### src/design/byte_move_pkg.sv
`default_nettype none
package byte_move_pkg;

   // Extension prefix nibble that opens the prefixed table.
   localparam logic [3:0] EXT_PREFIX = 4'h2;

   // Main opcode nibbles, shared by the plain and the prefixed table.
   localparam logic [3:0] OP_STATUS = 4'h1;
   localparam logic [3:0] OP_IMM = 4'h8;
   localparam logic [3:0] OP_MOVE_RR = 4'ha;
   localparam logic [3:0] OP_LD_AREG = 4'hc;
   localparam logic [3:0] OP_LD_AREG_D = 4'hd;
   localparam logic [3:0] OP_LD_STK_D = 4'h4;
   localparam logic [3:0] OP_LD_STK_D16 = 4'h0;
   localparam logic [3:0] OP_LD_IO = 4'h6;
   localparam logic [3:0] OP_LD_ABS = 4'h7;
   localparam logic [3:0] OP_LD_ABS12 = 4'h3;
   localparam logic [3:0] OP_ST_AREG = 4'he;
   localparam logic [3:0] OP_ST_AREG_D = 4'hf;
   localparam logic [3:0] OP_ST_STK_D = 4'h5;

   // Fixed base of the peripheral register page.
   localparam logic [15:0] IO_AREA_BASE = 16'h3f00;

   // Field nibble layout: destination low, source high, address select.
   localparam int DEST_LSB = 0;
   localparam int SRC_RR_LSB = 2;
   localparam int AREG_BIT = 2;

   // Payload nibbles kept; any further payload nibble is discarded.
   localparam logic [2:0] PAYLOAD_SLOTS = 3'h4;
   // Execute cycle in which load data are present on the memory bus.
   localparam logic [2:0] LOAD_DATA_CYCLE = 3'h2;

   // Kind of transfer the execute stage performs.
   typedef enum logic [2:0] {
      k_rr = 3'h0,
      k_imm = 3'h1,
      k_stat_w = 3'h2,
      k_stat_r = 3'h3,
      k_load = 3'h4,
      k_store = 3'h5
   } kind_t;

   // Base that the payload is added to when forming an address.
   typedef enum logic [1:0] {
      b_areg = 2'h0,
      b_stk = 2'h1,
      b_io = 2'h2,
      b_abs = 2'h3
   } base_t;

   // Everything the decoder needs to know about one instruction form.
   typedef struct packed {
      logic valid;
      logic [2:0] units;
      logic [2:0] cycles;
      kind_t kind;
      base_t base;
   } form_t;

   // Builds a valid form entry.
   function automatic form_t mk(input logic [2:0] u, input logic [2:0] c,
                                input kind_t k, input base_t b);
      form_t f;
      f.valid = 1'b1;
      f.units = u;
      f.cycles = c;
      f.kind = k;
      f.base = b;
      return f;
   endfunction : mk

   // Length in code units and cycle count of every supported form.
   function automatic form_t form_info(input logic ext, input logic [3:0] op);
      form_t f;
      f = '0;
      if (!ext) begin
         case (op)
            OP_MOVE_RR: f = mk(3'h2, 3'h1, k_rr, b_abs);
            OP_IMM: f = mk(3'h4, 3'h2, k_imm, b_abs);
            OP_STATUS: f = mk(3'h3, 3'h2, k_stat_r, b_abs);
            OP_LD_AREG: f = mk(3'h2, 3'h2, k_load, b_areg);
            OP_LD_AREG_D: f = mk(3'h4, 3'h2, k_load, b_areg);
            OP_LD_STK_D: f = mk(3'h3, 3'h2, k_load, b_stk);
            OP_LD_STK_D16: f = mk(3'h7, 3'h4, k_load, b_stk);
            OP_LD_IO: f = mk(3'h4, 3'h2, k_load, b_io);
            OP_LD_ABS: f = mk(3'h4, 3'h2, k_load, b_abs);
            OP_LD_ABS12: f = mk(3'h5, 3'h2, k_load, b_abs);
            OP_ST_AREG: f = mk(3'h2, 3'h2, k_store, b_areg);
            OP_ST_AREG_D: f = mk(3'h4, 3'h2, k_store, b_areg);
            OP_ST_STK_D: f = mk(3'h3, 3'h2, k_store, b_stk);
            default: f = '0;
         endcase
      end else begin
         case (op)
            OP_STATUS: f = mk(3'h3, 3'h3, k_stat_w, b_abs);
            OP_LD_AREG_D: f = mk(3'h7, 3'h4, k_load, b_areg);
            OP_LD_STK_D: f = mk(3'h5, 3'h3, k_load, b_stk);
            OP_LD_ABS: f = mk(3'h7, 3'h4, k_load, b_abs);
            OP_ST_AREG_D: f = mk(3'h7, 3'h4, k_store, b_areg);
            default: f = '0;
         endcase
      end
      return f;
   endfunction : form_info

endpackage : byte_move_pkg
`default_nettype wire

### src/design/exec_if.sv
`timescale 1ns/1ns
`default_nettype none
// Hand-off of one fully fetched instruction from fetch to execute.
interface exec_if;
   logic ins_valid; // A complete instruction is held.
   logic ins_done; // Execute finished it; fetch may refill.
   logic [3:0] field; // Register select nibble.
   logic [15:0] payload; // Immediate, displacement or address.
   byte_move_pkg::form_t form; // Decoded form of the instruction.
   modport fetch (output ins_valid, field, payload, form, input ins_done);
   modport exec (input ins_valid, field, payload, form, output ins_done);
endinterface : exec_if
`default_nettype wire

### src/design/code_unit_fetch.sv
`timescale 1ns/1ns
`default_nettype none
// Collects code units in order and holds one instruction for execute.
module code_unit_fetch (
   input wire logic clk,
   input wire logic rst_n,
   input wire logic [3:0] code_nibble,
   input wire logic code_valid,
   output logic code_ready,
   output logic illegal_op,
   exec_if.fetch ins
);
   logic [2:0] unit_reg; // Code units of this instruction taken so far.
   logic ext_reg; // The prefix nibble has been seen.
   logic full_reg; // An instruction waits for execute.
   logic illegal_reg; // One-cycle flag for an unknown opcode.
   logic [3:0] field_reg;
   logic [15:0] payload_reg;
   byte_move_pkg::form_t form_reg;
   byte_move_pkg::form_t look;
   logic take, is_prefix, op_slot, last;
   logic [2:0] pay_idx;

   // No prefetch: the slot is single, so fetch stalls while execute runs.
   assign code_ready = !full_reg;
   assign take = code_valid && code_ready;
   // The prefix can only stand in the very first unit.
   assign is_prefix = (unit_reg == 3'h0) && (code_nibble ==
                      byte_move_pkg::EXT_PREFIX);
   assign op_slot = (unit_reg == {2'h0, ext_reg}) && !is_prefix;
   assign look = byte_move_pkg::form_info(ext_reg, code_nibble);
   // The opcode unit is never last, since every form has a field unit.
   assign last = !op_slot && !is_prefix &&
                 (unit_reg + 3'h1 == form_reg.units);
   assign pay_idx = unit_reg - {2'h0, ext_reg} - 3'h2;

   // Unit counter, prefix flag and slot occupancy.
   always_ff @(posedge clk or negedge rst_n) begin
      if (!rst_n) begin
         unit_reg <= 3'h0;
         ext_reg <= 1'b0;
         full_reg <= 1'b0;
      end else begin
         if (take) begin
            if (is_prefix) begin
               // Prefix first, main opcode in the next unit.
               ext_reg <= 1'b1;
               unit_reg <= 3'h1;
            end else if (op_slot && !look.valid) begin
               // Unknown opcode: drop it and start over.
               ext_reg <= 1'b0;
               unit_reg <= 3'h0;
            end else if (last) begin
               ext_reg <= 1'b0;
               unit_reg <= 3'h0;
               full_reg <= 1'b1;
            end else begin
               unit_reg <= unit_reg + 3'h1;
            end
         end
         // Execute clears the slot; fetch is stalled then, so no clash.
         if (ins.ins_done) begin
            full_reg <= 1'b0;
         end
      end
   end

   // Capture of opcode form, field nibble and payload nibbles.
   always_ff @(posedge clk or negedge rst_n) begin
      if (!rst_n) begin
         form_reg <= '0;
         field_reg <= 4'h0;
         payload_reg <= 16'h0000;
      end else if (take && op_slot) begin
         form_reg <= look;
         payload_reg <= 16'h0000;
      end else if (take && !is_prefix &&
                   unit_reg == {2'h0, ext_reg} + 3'h1) begin
         field_reg <= code_nibble;
      end else if (take && !is_prefix &&
                   pay_idx < byte_move_pkg::PAYLOAD_SLOTS) begin
         // Payload arrives low nibble first.
         payload_reg[{pay_idx[1:0], 2'b00} +: 4] <= code_nibble;
      end
   end

   // Pulse that reports a discarded opcode.
   always_ff @(posedge clk or negedge rst_n) begin
      if (!rst_n) begin
         illegal_reg <= 1'b0;
      end else begin
         illegal_reg <= take && op_slot && !look.valid;
      end
   end

   assign illegal_op = illegal_reg;
   assign ins.ins_valid = full_reg;
   assign ins.field = field_reg;
   assign ins.payload = payload_reg;
   assign ins.form = form_reg;
endmodule : code_unit_fetch
`default_nettype wire

### src/design/byte_move_instruction_decode.sv
`timescale 1ns/1ns
`default_nettype none
module byte_move_instruction_decode (
   input wire logic clk,
   input wire logic rst_n,
   input wire logic [3:0] code_nibble,
   input wire logic code_valid,
   output logic code_ready,
   input wire logic [15:0] address_reg_0,
   input wire logic [15:0] address_reg_1,
   input wire logic [15:0] stack_pointer,
   output logic [15:0] mem_addr,
   output logic mem_rd,
   output logic mem_wr,
   output logic [7:0] mem_wdata,
   input wire logic [7:0] mem_rdata,
   output logic [31:0] data_regs,
   output logic [7:0] processor_status_word,
   output logic instr_done,
   output logic illegal_op
);
   // Execute sequencer states.
   typedef enum logic [1:0] {
      st_idle = 2'b01,
      st_exec = 2'b10
   } state_t;

   exec_if x (); // Link between fetch and execute.
   state_t state_reg; // Sequencer state.
   logic [2:0] cnt_reg; // Execute cycle number, counted from one.
   logic [3:0][7:0] data_regs_reg; // The four data registers.
   logic [7:0] status_reg; // Status word.
   logic [15:0] mem_addr_reg;
   logic mem_rd_reg, mem_wr_reg;
   logic [7:0] mem_wdata_reg;
   logic start; // Execute takes the held instruction this cycle.
   logic [1:0] dest_sel, src_sel;
   logic [7:0] src_val; // Byte that a move, store or status write sends.
   logic [15:0] base_val, eff_addr;

   // Fetch side, owning the code unit port.
   code_unit_fetch fetch_u (
      .clk(clk),
      .rst_n(rst_n),
      .code_nibble(code_nibble),
      .code_valid(code_valid),
      .code_ready(code_ready),
      .illegal_op(illegal_op),
      .ins(x.fetch)
   );

   assign start = (state_reg == st_idle) && x.ins_valid;
   // Done is a handshake strobe and may be combinational.
   assign instr_done = (state_reg == st_exec) && (cnt_reg == x.form.cycles);
   assign x.ins_done = instr_done;

   // Register selects; a register move carries both in one nibble.
   assign dest_sel = x.field[byte_move_pkg::DEST_LSB +: 2];
   assign src_sel = (x.form.kind == byte_move_pkg::k_rr) ?
                    x.field[byte_move_pkg::SRC_RR_LSB +: 2] : dest_sel;
   assign src_val = data_regs_reg[src_sel];

   // Address base; plain register forms carry a zero payload.
   always_comb begin
      case (x.form.base)
         byte_move_pkg::b_areg: begin
            base_val = x.field[byte_move_pkg::AREG_BIT] ? address_reg_1 :
                       address_reg_0;
         end
         byte_move_pkg::b_stk: base_val = stack_pointer;
         byte_move_pkg::b_io: begin
            base_val = byte_move_pkg::IO_AREA_BASE;
         end
         default: base_val = 16'h0000;
      endcase
   end
   // Displacements are unsigned; the sum wraps in 16 bits.
   assign eff_addr = base_val + x.payload;

   // Sequencer: idle, then exactly the form's cycle count of execute.
   always_ff @(posedge clk or negedge rst_n) begin
      if (!rst_n) begin
         state_reg <= st_idle;
         cnt_reg <= 3'h0;
      end else begin
         case (state_reg)
            st_idle: begin
               if (start) begin
                  state_reg <= st_exec;
                  cnt_reg <= 3'h1;
               end
            end
            st_exec: begin
               if (instr_done) begin
                  state_reg <= st_idle;
                  cnt_reg <= 3'h0;
               end else begin
                  cnt_reg <= cnt_reg + 3'h1;
               end
            end
            default: begin
               state_reg <= st_idle;
               cnt_reg <= 3'h0;
            end
         endcase
      end
   end

   // Memory strobes last one cycle: the first execute cycle.
   always_ff @(posedge clk or negedge rst_n) begin
      if (!rst_n) begin
         mem_addr_reg <= 16'h0000;
         mem_rd_reg <= 1'b0;
         mem_wr_reg <= 1'b0;
         mem_wdata_reg <= 8'h00;
      end else begin
         mem_rd_reg <= 1'b0;
         mem_wr_reg <= 1'b0;
         if (start && x.form.kind == byte_move_pkg::k_load) begin
            mem_rd_reg <= 1'b1;
            mem_addr_reg <= eff_addr;
         end else if (start && x.form.kind == byte_move_pkg::k_store) begin
            mem_wr_reg <= 1'b1;
            mem_addr_reg <= eff_addr;
            mem_wdata_reg <= src_val;
         end
      end
   end

   // Data register writes; read data are valid one cycle after the strobe.
   always_ff @(posedge clk or negedge rst_n) begin
      if (!rst_n) begin
         data_regs_reg <= '0;
      end else if (state_reg == st_exec) begin
         case (x.form.kind)
            byte_move_pkg::k_rr: begin
               if (instr_done) data_regs_reg[dest_sel] <= src_val;
            end
            byte_move_pkg::k_imm: begin
               if (instr_done) begin
                  data_regs_reg[dest_sel] <= x.payload[7:0];
               end
            end
            byte_move_pkg::k_stat_r: begin
               if (instr_done) data_regs_reg[dest_sel] <= status_reg;
            end
            byte_move_pkg::k_load: begin
               if (cnt_reg == byte_move_pkg::LOAD_DATA_CYCLE) begin
                  data_regs_reg[dest_sel] <= mem_rdata;
               end
            end
            default: begin
            end
         endcase
      end
   end

   // Status write replaces every flag at once.
   always_ff @(posedge clk or negedge rst_n) begin
      if (!rst_n) begin
         status_reg <= 8'h00;
      end else if (instr_done && x.form.kind == byte_move_pkg::k_stat_w) begin
         status_reg <= src_val;
      end
   end

   assign mem_addr = mem_addr_reg;
   assign mem_rd = mem_rd_reg;
   assign mem_wr = mem_wr_reg;
   assign mem_wdata = mem_wdata_reg;
   assign data_regs = data_regs_reg;
   assign processor_status_word = status_reg;
endmodule : byte_move_instruction_decode
`default_nettype wire

### config.mk
export PLATFORM = sky130hd
export DESIGN_NAME = byte_move_instruction_decode
export DESIGN_NICKNAME = d
export VERILOG_FILES = /design/src/design/byte_move_pkg.sv /design/src/design/exec_if.sv /design/src/design/code_unit_fetch.sv /design/src/design/byte_move_instruction_decode.sv
export SDC_FILE = /design/constraint.sdc
export NUM_CORES = 1
export LEC_CHECK = 0
export ABC_AREA = 0
export CAP_MARGIN = 20
export CELL_PAD_IN_SITES_DETAIL_PLACEMENT = 1
export CELL_PAD_IN_SITES_GLOBAL_PLACEMENT = 1
export CORE_AREA = 2 2 138 140
export CTS_CLUSTER_SIZE = 30
export DETAILED_ROUTE_END_ITERATION = 10
export DIE_AREA = 0 0 140 142
export DONT_BUFFER_PORTS = 1
export GPL_ROUTABILITY_DRIVEN = 1
export PLACE_DENSITY_LB_ADDON = 0.1
export SLEW_MARGIN = 5
export SYNTH_ARGS = -nofsm -noshare
export SYNTH_HDL_FRONTEND = slang
export SYNTH_SLANG_ARGS = --single-unit
export TNS_END_PERCENT = 20
### constraint.sdc
create_clock -name clk -period 5 [get_ports clk]
set_input_delay 1 -clock clk [delete_from_list [all_inputs] [get_ports clk]]
set_output_delay 1 -clock clk [all_outputs]
set_load 0.05 [all_outputs]
==> results.md, run 1 <==
* Core Rows at 50
* Largest area contributor in the netlist: dfrtp_1
* Die extent in x at 140 um
* Crit path launch type: flop
* Core box area at 18500 um2
* Endpoints failing setup at 0
* Hold Buf Count CTS at 0
* Total negative slack at 0 ns
* Main area contributors after synthesis: dfrtp_1 39%, o21ai_0 8.1%, nand2_1 7.9%
* Most frequent cells in the layout: 146 x nand2_1, 111 x o21ai_0, 107 x dfrtp_1, 49 x mux2i_1
* Share of post-route cells with drive strength above 1 at 6.04%
* GPL Wtd Cong at 0.862
* Drt first pass iters at 9
* H-tree levels at 3
* Worst setup margin at 1.66 ns
* Tmin final at 3.34 ns
* Synth top area share at 38.8%
* NumNets Final at 869
* Yosys reg bits at 108
* Failing checks: DRC
* Ports at 132
* Avg Synthesized Cell Area at 8.63 um2
* Max Cap Viol at 0
* Syn Inst Count at 799
* CTS root buf: clkbuf_16
* TritonCTS buffer count at 9
* Worst Setup EP: mem_addr[15]
* CP max-delay cell: dfrtp_1
* CP arrival at 3.57 ns
* Initial core utilization at 37.4%
* RSZ-0062 raised after global routing: no
* HP Class: in2async
* Initial antenna violation count at 1
* Tot GR Track Use at 20.5%
* Residual DRC count at 26
* Maximum VDD drop at 262 uV
* Largest net degree at the start of global routing at 109
* Routed WL per cell at 20.1 um
* EDFF count, synth at 0
* Most used DFF post-synth: dfrtp_1
* Yosys cell types at 58
* Worst-margin pin slew at 1.09 ns
* CP peak stage delay at 0.93 ns
* Worst Skew at 0.0140 ns
* Max reg flops at 32
* Reg2reg setup slack at 1.66 ns
* Net count after synthesis at 895
* Power Density at 830 nW/um2
* Mapped cell area at 6900 um2
* Hold Violations, Final at 0
* Post-synth ARST share at 100%
* Critical Path Source: fetch_u.ins.form[0]
* Max-slew headroom at 27.2%
* Routed WL at 20400 um
* Die ar. at 19900 um2
* Clock Path Buffers at 2
* # Post-CTS Setup Buffers at 0
* Reg-to-reg startpoint: fetch_u.ins.form[0]
* Worst R2R Path Depth at 10
* GRT overflow at 0
* F_max at 0.299 GHz
* Total vias in the final route at 5749
* Antenna Nets Post-Route at 0
* Crit Path Class: reg2reg
* Post-synthesis sequential area ratio at 39.2%
* Post-Place Worst Slack at 1.57 ns
* CTS tree: done
* Most common cell after layout, fill and taps aside: nand2_1
* Ys Warns at 0
* First-pass GRT wire length at 32300 um
* Via density at 5.67
* Fin crit share at 66.8%
* # fillers at 2161
* Crit Path Max Fanout at 28
* I/O Buffers at 0
* Worst-path clk slew at 0.08 ns
* Endpoint class of the critical path: flop
* FF-to-FF End: mem_addr[15]
* Area delta synth->final at 7.44%
* P_leak at 0.00341 uW
* Vias in the first global route at 5995
* Final Util at 40.2%
* Hpwl dp at 15200 um
* Die height at 142 um
* Number of gates resized after CTS at 0
* Initial DRC count at 224
* Worst-path cell chain: nor2b_1 -> nand2_1 -> o21ai_0 -> ha_1 -> a21oi_1 -> nand2_1 -> or4_1 -> o22ai_1 -> xnor2_1 -> o21ai_0
* Total power at 6150 uW
* Critical path required time at 5.23 ns
* Worst-skew pair later-pin latency at 0.36 ns
* Status: complete, but fails checks
* Slew Viols, Final at 0
* CTS Sinks at 108
* Hold slack at 0.330 ns
-- area by class of cell --
cell class | instances | area [um2] | area share (%)
Clock inverter | 7 | 88.8 | 1.20
Inverter | 43 | 161 | 2.18
Tap cell | 234 | 293 | 3.95
Timing Repair Buffer | 7 | 80.1 | 1.08
Antenna cell | 2 | 5.00 | 0.0675
Sequential cell | 108 | 2700 | 36.5
Clock buffer | 9 | 225 | 3.04
Multi-Input combinational cell | 604 | 3850 | 52.0
-- power by group --
part | total [uW] | switching [uW] | internal (uW)
combinational | 2830 | 1640 | 1190
sequential | 2570 | 1340 | 1230
clock | 755 | 391 | 364
total | 6150 | 3370 | 2780
-- per-layer routing --
| metal | global-route usage (%) | vias up | part of all wire [%] |
|---|---|---|---|
| li1 | - | 2773 | - |
| met1 | 26.4 | 2849 | 45 |
| met2 | 35.7 | 111 | 49 |
| met3 | 3.94 | 16 | 4.8 |
| met4 | 5.48 | 0 | 1.3 |
| met5 | 0 | - | 0 |
-- through the flow --
| step | std cells | instance area (um2) |
|---|---|---|
| detailed placement | 995 | 7080 |
| global route | 1012 | 7410 |
| CTS | 1011 | 7390 |
| floorplan | 799 | 6900 |
| finish | 1014 | 7410 |
| global placement | 994 | 7050 |
-- logic make-up (layout without fill, tap and decap cells) --
logic type	Yosys count	count (layout)	share of synthesized area, %
and+or+nand+nor	244	244	15.5
AOI/OAI and AO/OA	234	234	20.3
DFF	108	108	39.2
buffers and inverters	87	66	4.93
muxes	69	69	10.9
adders and majority gates	33	33	6.09
xor gates and xnor gates	24	24	3.05
other	0	2	0
-- critical path, delay by kind of cell (launching register included) --
kind | cells | cell delay (ns)
DFF | 1 | 0.93
xor gates and xnor gates | 1 | 0.13
adders and majority gates | 1 | 0.33
AOI/OAI and AO/OA | 4 | 0.68
and+or+nand+nor | 4 | 1.14
-- worst min-delay path by stage --
stage,start,to,slack (ns)
2_1_floorplan,fetch_u.ins.form[9],fetch_u.ins.form[9],0.47
3_3_place_gp,fetch_u.ins.form[8],fetch_u.ins.form[8],0.49
3_5_place_dp,fetch_u.ins.form[8],fetch_u.ins.form[8],0.49
4_1_cts,rst_n,fetch_u.ins.payload[14],0.31
5_1_grt,rst_n,mem_addr[11],0.31
6_report,rst_n,mem_addr[11],0.33
-- synthesized netlist by cell type, types with 8 or more instances --
master	instances
nand2_1	146
o21ai_0	111
dfrtp_1	107
mux2i_1	49
a21oi_1	41
inv_1	41
nor2_1	38
clkbuf_1	32
ha_1	32
nor2b_1	19
mux2_2	16
xnor2_1	15
a211oi_1	13
nor3_1	12
o211ai_1	11
a221o_1	9
xor2_1	9
nand3_1	8
No activity file was read; power rests on OpenSTA's default activity.
==> run 2, diff against run 1 <==
==> constraint.sdc (replaced) <==
create_clock -name clk -period 2.9 [get_ports clk]
set_input_delay 0.58 -clock clk [delete_from_list [all_inputs] [get_ports clk]]
set_output_delay 0.58 -clock clk [all_outputs]
set_load 0.05 [all_outputs]
==> run 2 against run 1 <==
The flow finishes with violations (DRC, hold timing). Sequential cell count is the same. Final cell count grew 1.7%. Combinational power grew 85%. Largest cell class unchanged. Sequential share of layout area shrank 0.67 points. Design area grew 1.9%. Register-to-register slack lost 1.5 ns. Global-route usage grew 0.054 points. Clock power grew 70%. Clock skew shrank 0.0025 ns.
==> results.md, run 2 (synthesis results as in run 1) <==
* Max Cap Viol at 0 (unchanged)
* Status: complete, but fails checks
* Tmin final at 2.75 ns (-0.594 ns)
* Initial antenna violation count at 1 (unchanged)
* Initial core utilization at 37.4% (unchanged)
* Worst Skew at 0.0115 ns (-0.00248 ns)
* CTS root buf: clkbuf_16
* Worst setup margin at 0.153 ns (-1.51 ns)
* Critical path required time at 3.13 ns (-2.10 ns)
* Worst-margin pin slew at 1.05 ns (-0.0365 ns)
* F_max at 0.364 GHz (+22%)
* Hpwl dp at 15100 um (-0.55%)
* Crit Path Max Fanout at 23 (-18%)
* Initial DRC count at 310 (+38%)
* Ports at 132 (unchanged)
* Hold slack at -0.0882 ns (-0.418 ns)
* GPL Wtd Cong at 0.815 (-5.4%)
* Share of post-route cells with drive strength above 1 at 8.68% (+2.6 points)
* RSZ-0062 raised after global routing: yes
* Routed WL at 20100 um (-1.4%)
* HP Class: in2async
* Total vias in the final route at 5687 (-1.1%)
* Post-Place Worst Slack at 0.0849 ns (-1.49 ns)
* GRT overflow at 0 (unchanged)
* Routed WL per cell at 19.5 um (-3.1%)
* Residual DRC count at 26 (unchanged)
* Core box area at 18500 um2 (unchanged)
* Area delta synth->final at 9.45%
* CTS tree: done
* Total negative slack at 0 ns (unchanged)
* CTS Sinks at 108 (unchanged)
* Largest net degree at the start of global routing at 109 (unchanged)
* Clock Path Buffers at 2 (unchanged)
* Final Util at 40.9% (+0.75 points)
* Design Area, Final at 7550 um2 (+1.9%)
* Most frequent cells in the layout: 146 x nand2_1, 107 x dfrtp_1, 106 x o21ai_0, 49 x mux2i_1
* H-tree levels at 3 (unchanged)
* Die ar. at 19900 um2 (unchanged)
* I/O Buffers at 0 (unchanged)
* Vias in the first global route at 5981 (-0.23%)
* Placed Area at 7210 um2 (+1.9%)
* P_leak at 0.00348 uW (+2.2%)
* Most common cell after layout, fill and taps aside: nand2_1
* Worst-path clk slew at 0.08 ns (about the same)
* Crit Path Class: reg2reg
* Core Rows at 50 (unchanged)
* Hold Violations, Final at 107 (+107)
* Slew Viols, Final at 0 (unchanged)
* Maximum VDD drop at 499 uV (+90%)
* Endpoint class of the critical path: flop
* Endpoints failing setup at 0 (unchanged)
* Drt first pass iters at 10 (+1)
* Die height at 142 um (unchanged)
* Max reg flops at 32 (unchanged)
* Max-slew headroom at 29.7% (+2.4 points)
* TritonCTS buffer count at 9 (unchanged)
* Via density at 5.52 (-2.7%)
* First-pass GRT wire length at 32500 um (+0.58%)
* Fin crit share at 94.7% (+28 points)
* Die extent in x at 140 um (unchanged)
* Tot GR Track Use at 20.6% (+0.054 points)
* NumNets Final at 886 (+2.0%)
* Failing checks: DRC, hold timing
* CP arrival at 2.98 ns (-0.59 ns)
* Worst-skew pair later-pin latency at 0.37 ns (about the same)
* Crit path launch type: flop
* Power Density at 1420 nW/um2 (+71%)
* Antenna Nets Post-Route at 0 (unchanged)
## run 2: changes by cell type in the layout (fill, tap and decap cells not counted), sizes merged
cell,change
clkinv,+1
clkinvlp,+1
buf,+17
inv,-2
## run 2: path summary, 6_finish.rpt
| kind | from | slack (ns) | cells after the start | endpoint |
|---|---|---|---|---|
| worst min register to register | fetch_u.ins.form[8] | 0.51 | 1 | fetch_u.ins.form[8] |
| min in group clk | code_nibble[0] | 0.35 | 2 | fetch_u.ins.payload[12] |
| worst min-delay path | rst_n | -0.09 | 0 | mem_addr[15] |
| worst max register to register | fetch_u.ins.field[2] | 0.15 | 12 | mem_addr[15] |
| worst max-delay path | fetch_u.ins.field[2] | 0.15 | 12 | mem_addr[15] |
| max in group asynchronous | rst_n | 2.71 | 0 | state_reg[0] |
## run 2: timing repair
action / in CTS / in global routing
resized for setup: 0 / 10
buffers inserted: 0 / 1
setup endpoints to repair: 0 / 11
hold endpoints to repair: 107 / 107
## run 2: power breakdown
| part | total (uW) | switching (uW) | internal [uW] |
|---|---|---|---|
| Combinational | 5230 | 3060 | 2170 |
| Clock | 1280 | 662 | 617 |
| Sequential | 4230 | 2110 | 2120 |
| Total | 10700 | 5840 | 4910 |
## run 2: worst max-delay path, cell delays in order (launching register included)
cell and delay, ns:
dfrtp_1 0.40, buf_12 0.19, mux2i_1 0.19, nor2_1 0.05
a21oi_1 0.17, nor2_1 0.08, ha_1 0.23, a21oi_1 0.29
nand2_1 0.12, or4_1 0.47, o22ai_1 0.17, xnor2_1 0.15
o21ai_0 0.09
## run 2: through the flow
step	std cells	total power (uW)
detailed placement	1012	9490
global route	1029	11600
floorplan	799	7920
global placement	1012	9290
CTS	1028	10800
finish	1031	10700
## run 2: area by class of cell
| cell class | count | area [um2] |
|---|---|---|
| antenna | 2 | 5.00 |
| clock buffer | 9 | 225 |
| clock inverter | 7 | 85.1 |
| fill | 2161 | 10900 |
| inverter | 43 | 161 |
| multi-input combinational | 604 | 3870 |
| sequential | 108 | 2700 |
| tap | 234 | 293 |
| timing repair buffer | 24 | 205 |
## run 2: layer usage
| layer | up-vias | track usage (%) | routed length, um |
|---|---|---|---|
| li1 | 2796 | - | - |
| met1 | 2772 | 28.3 | 9640 |
| met2 | 102 | 33.7 | 9350 |
| met3 | 17 | 4.14 | 817 |
| met4 | 0 | 5.10 | 269 |
| met5 | - | 0 | 0 |
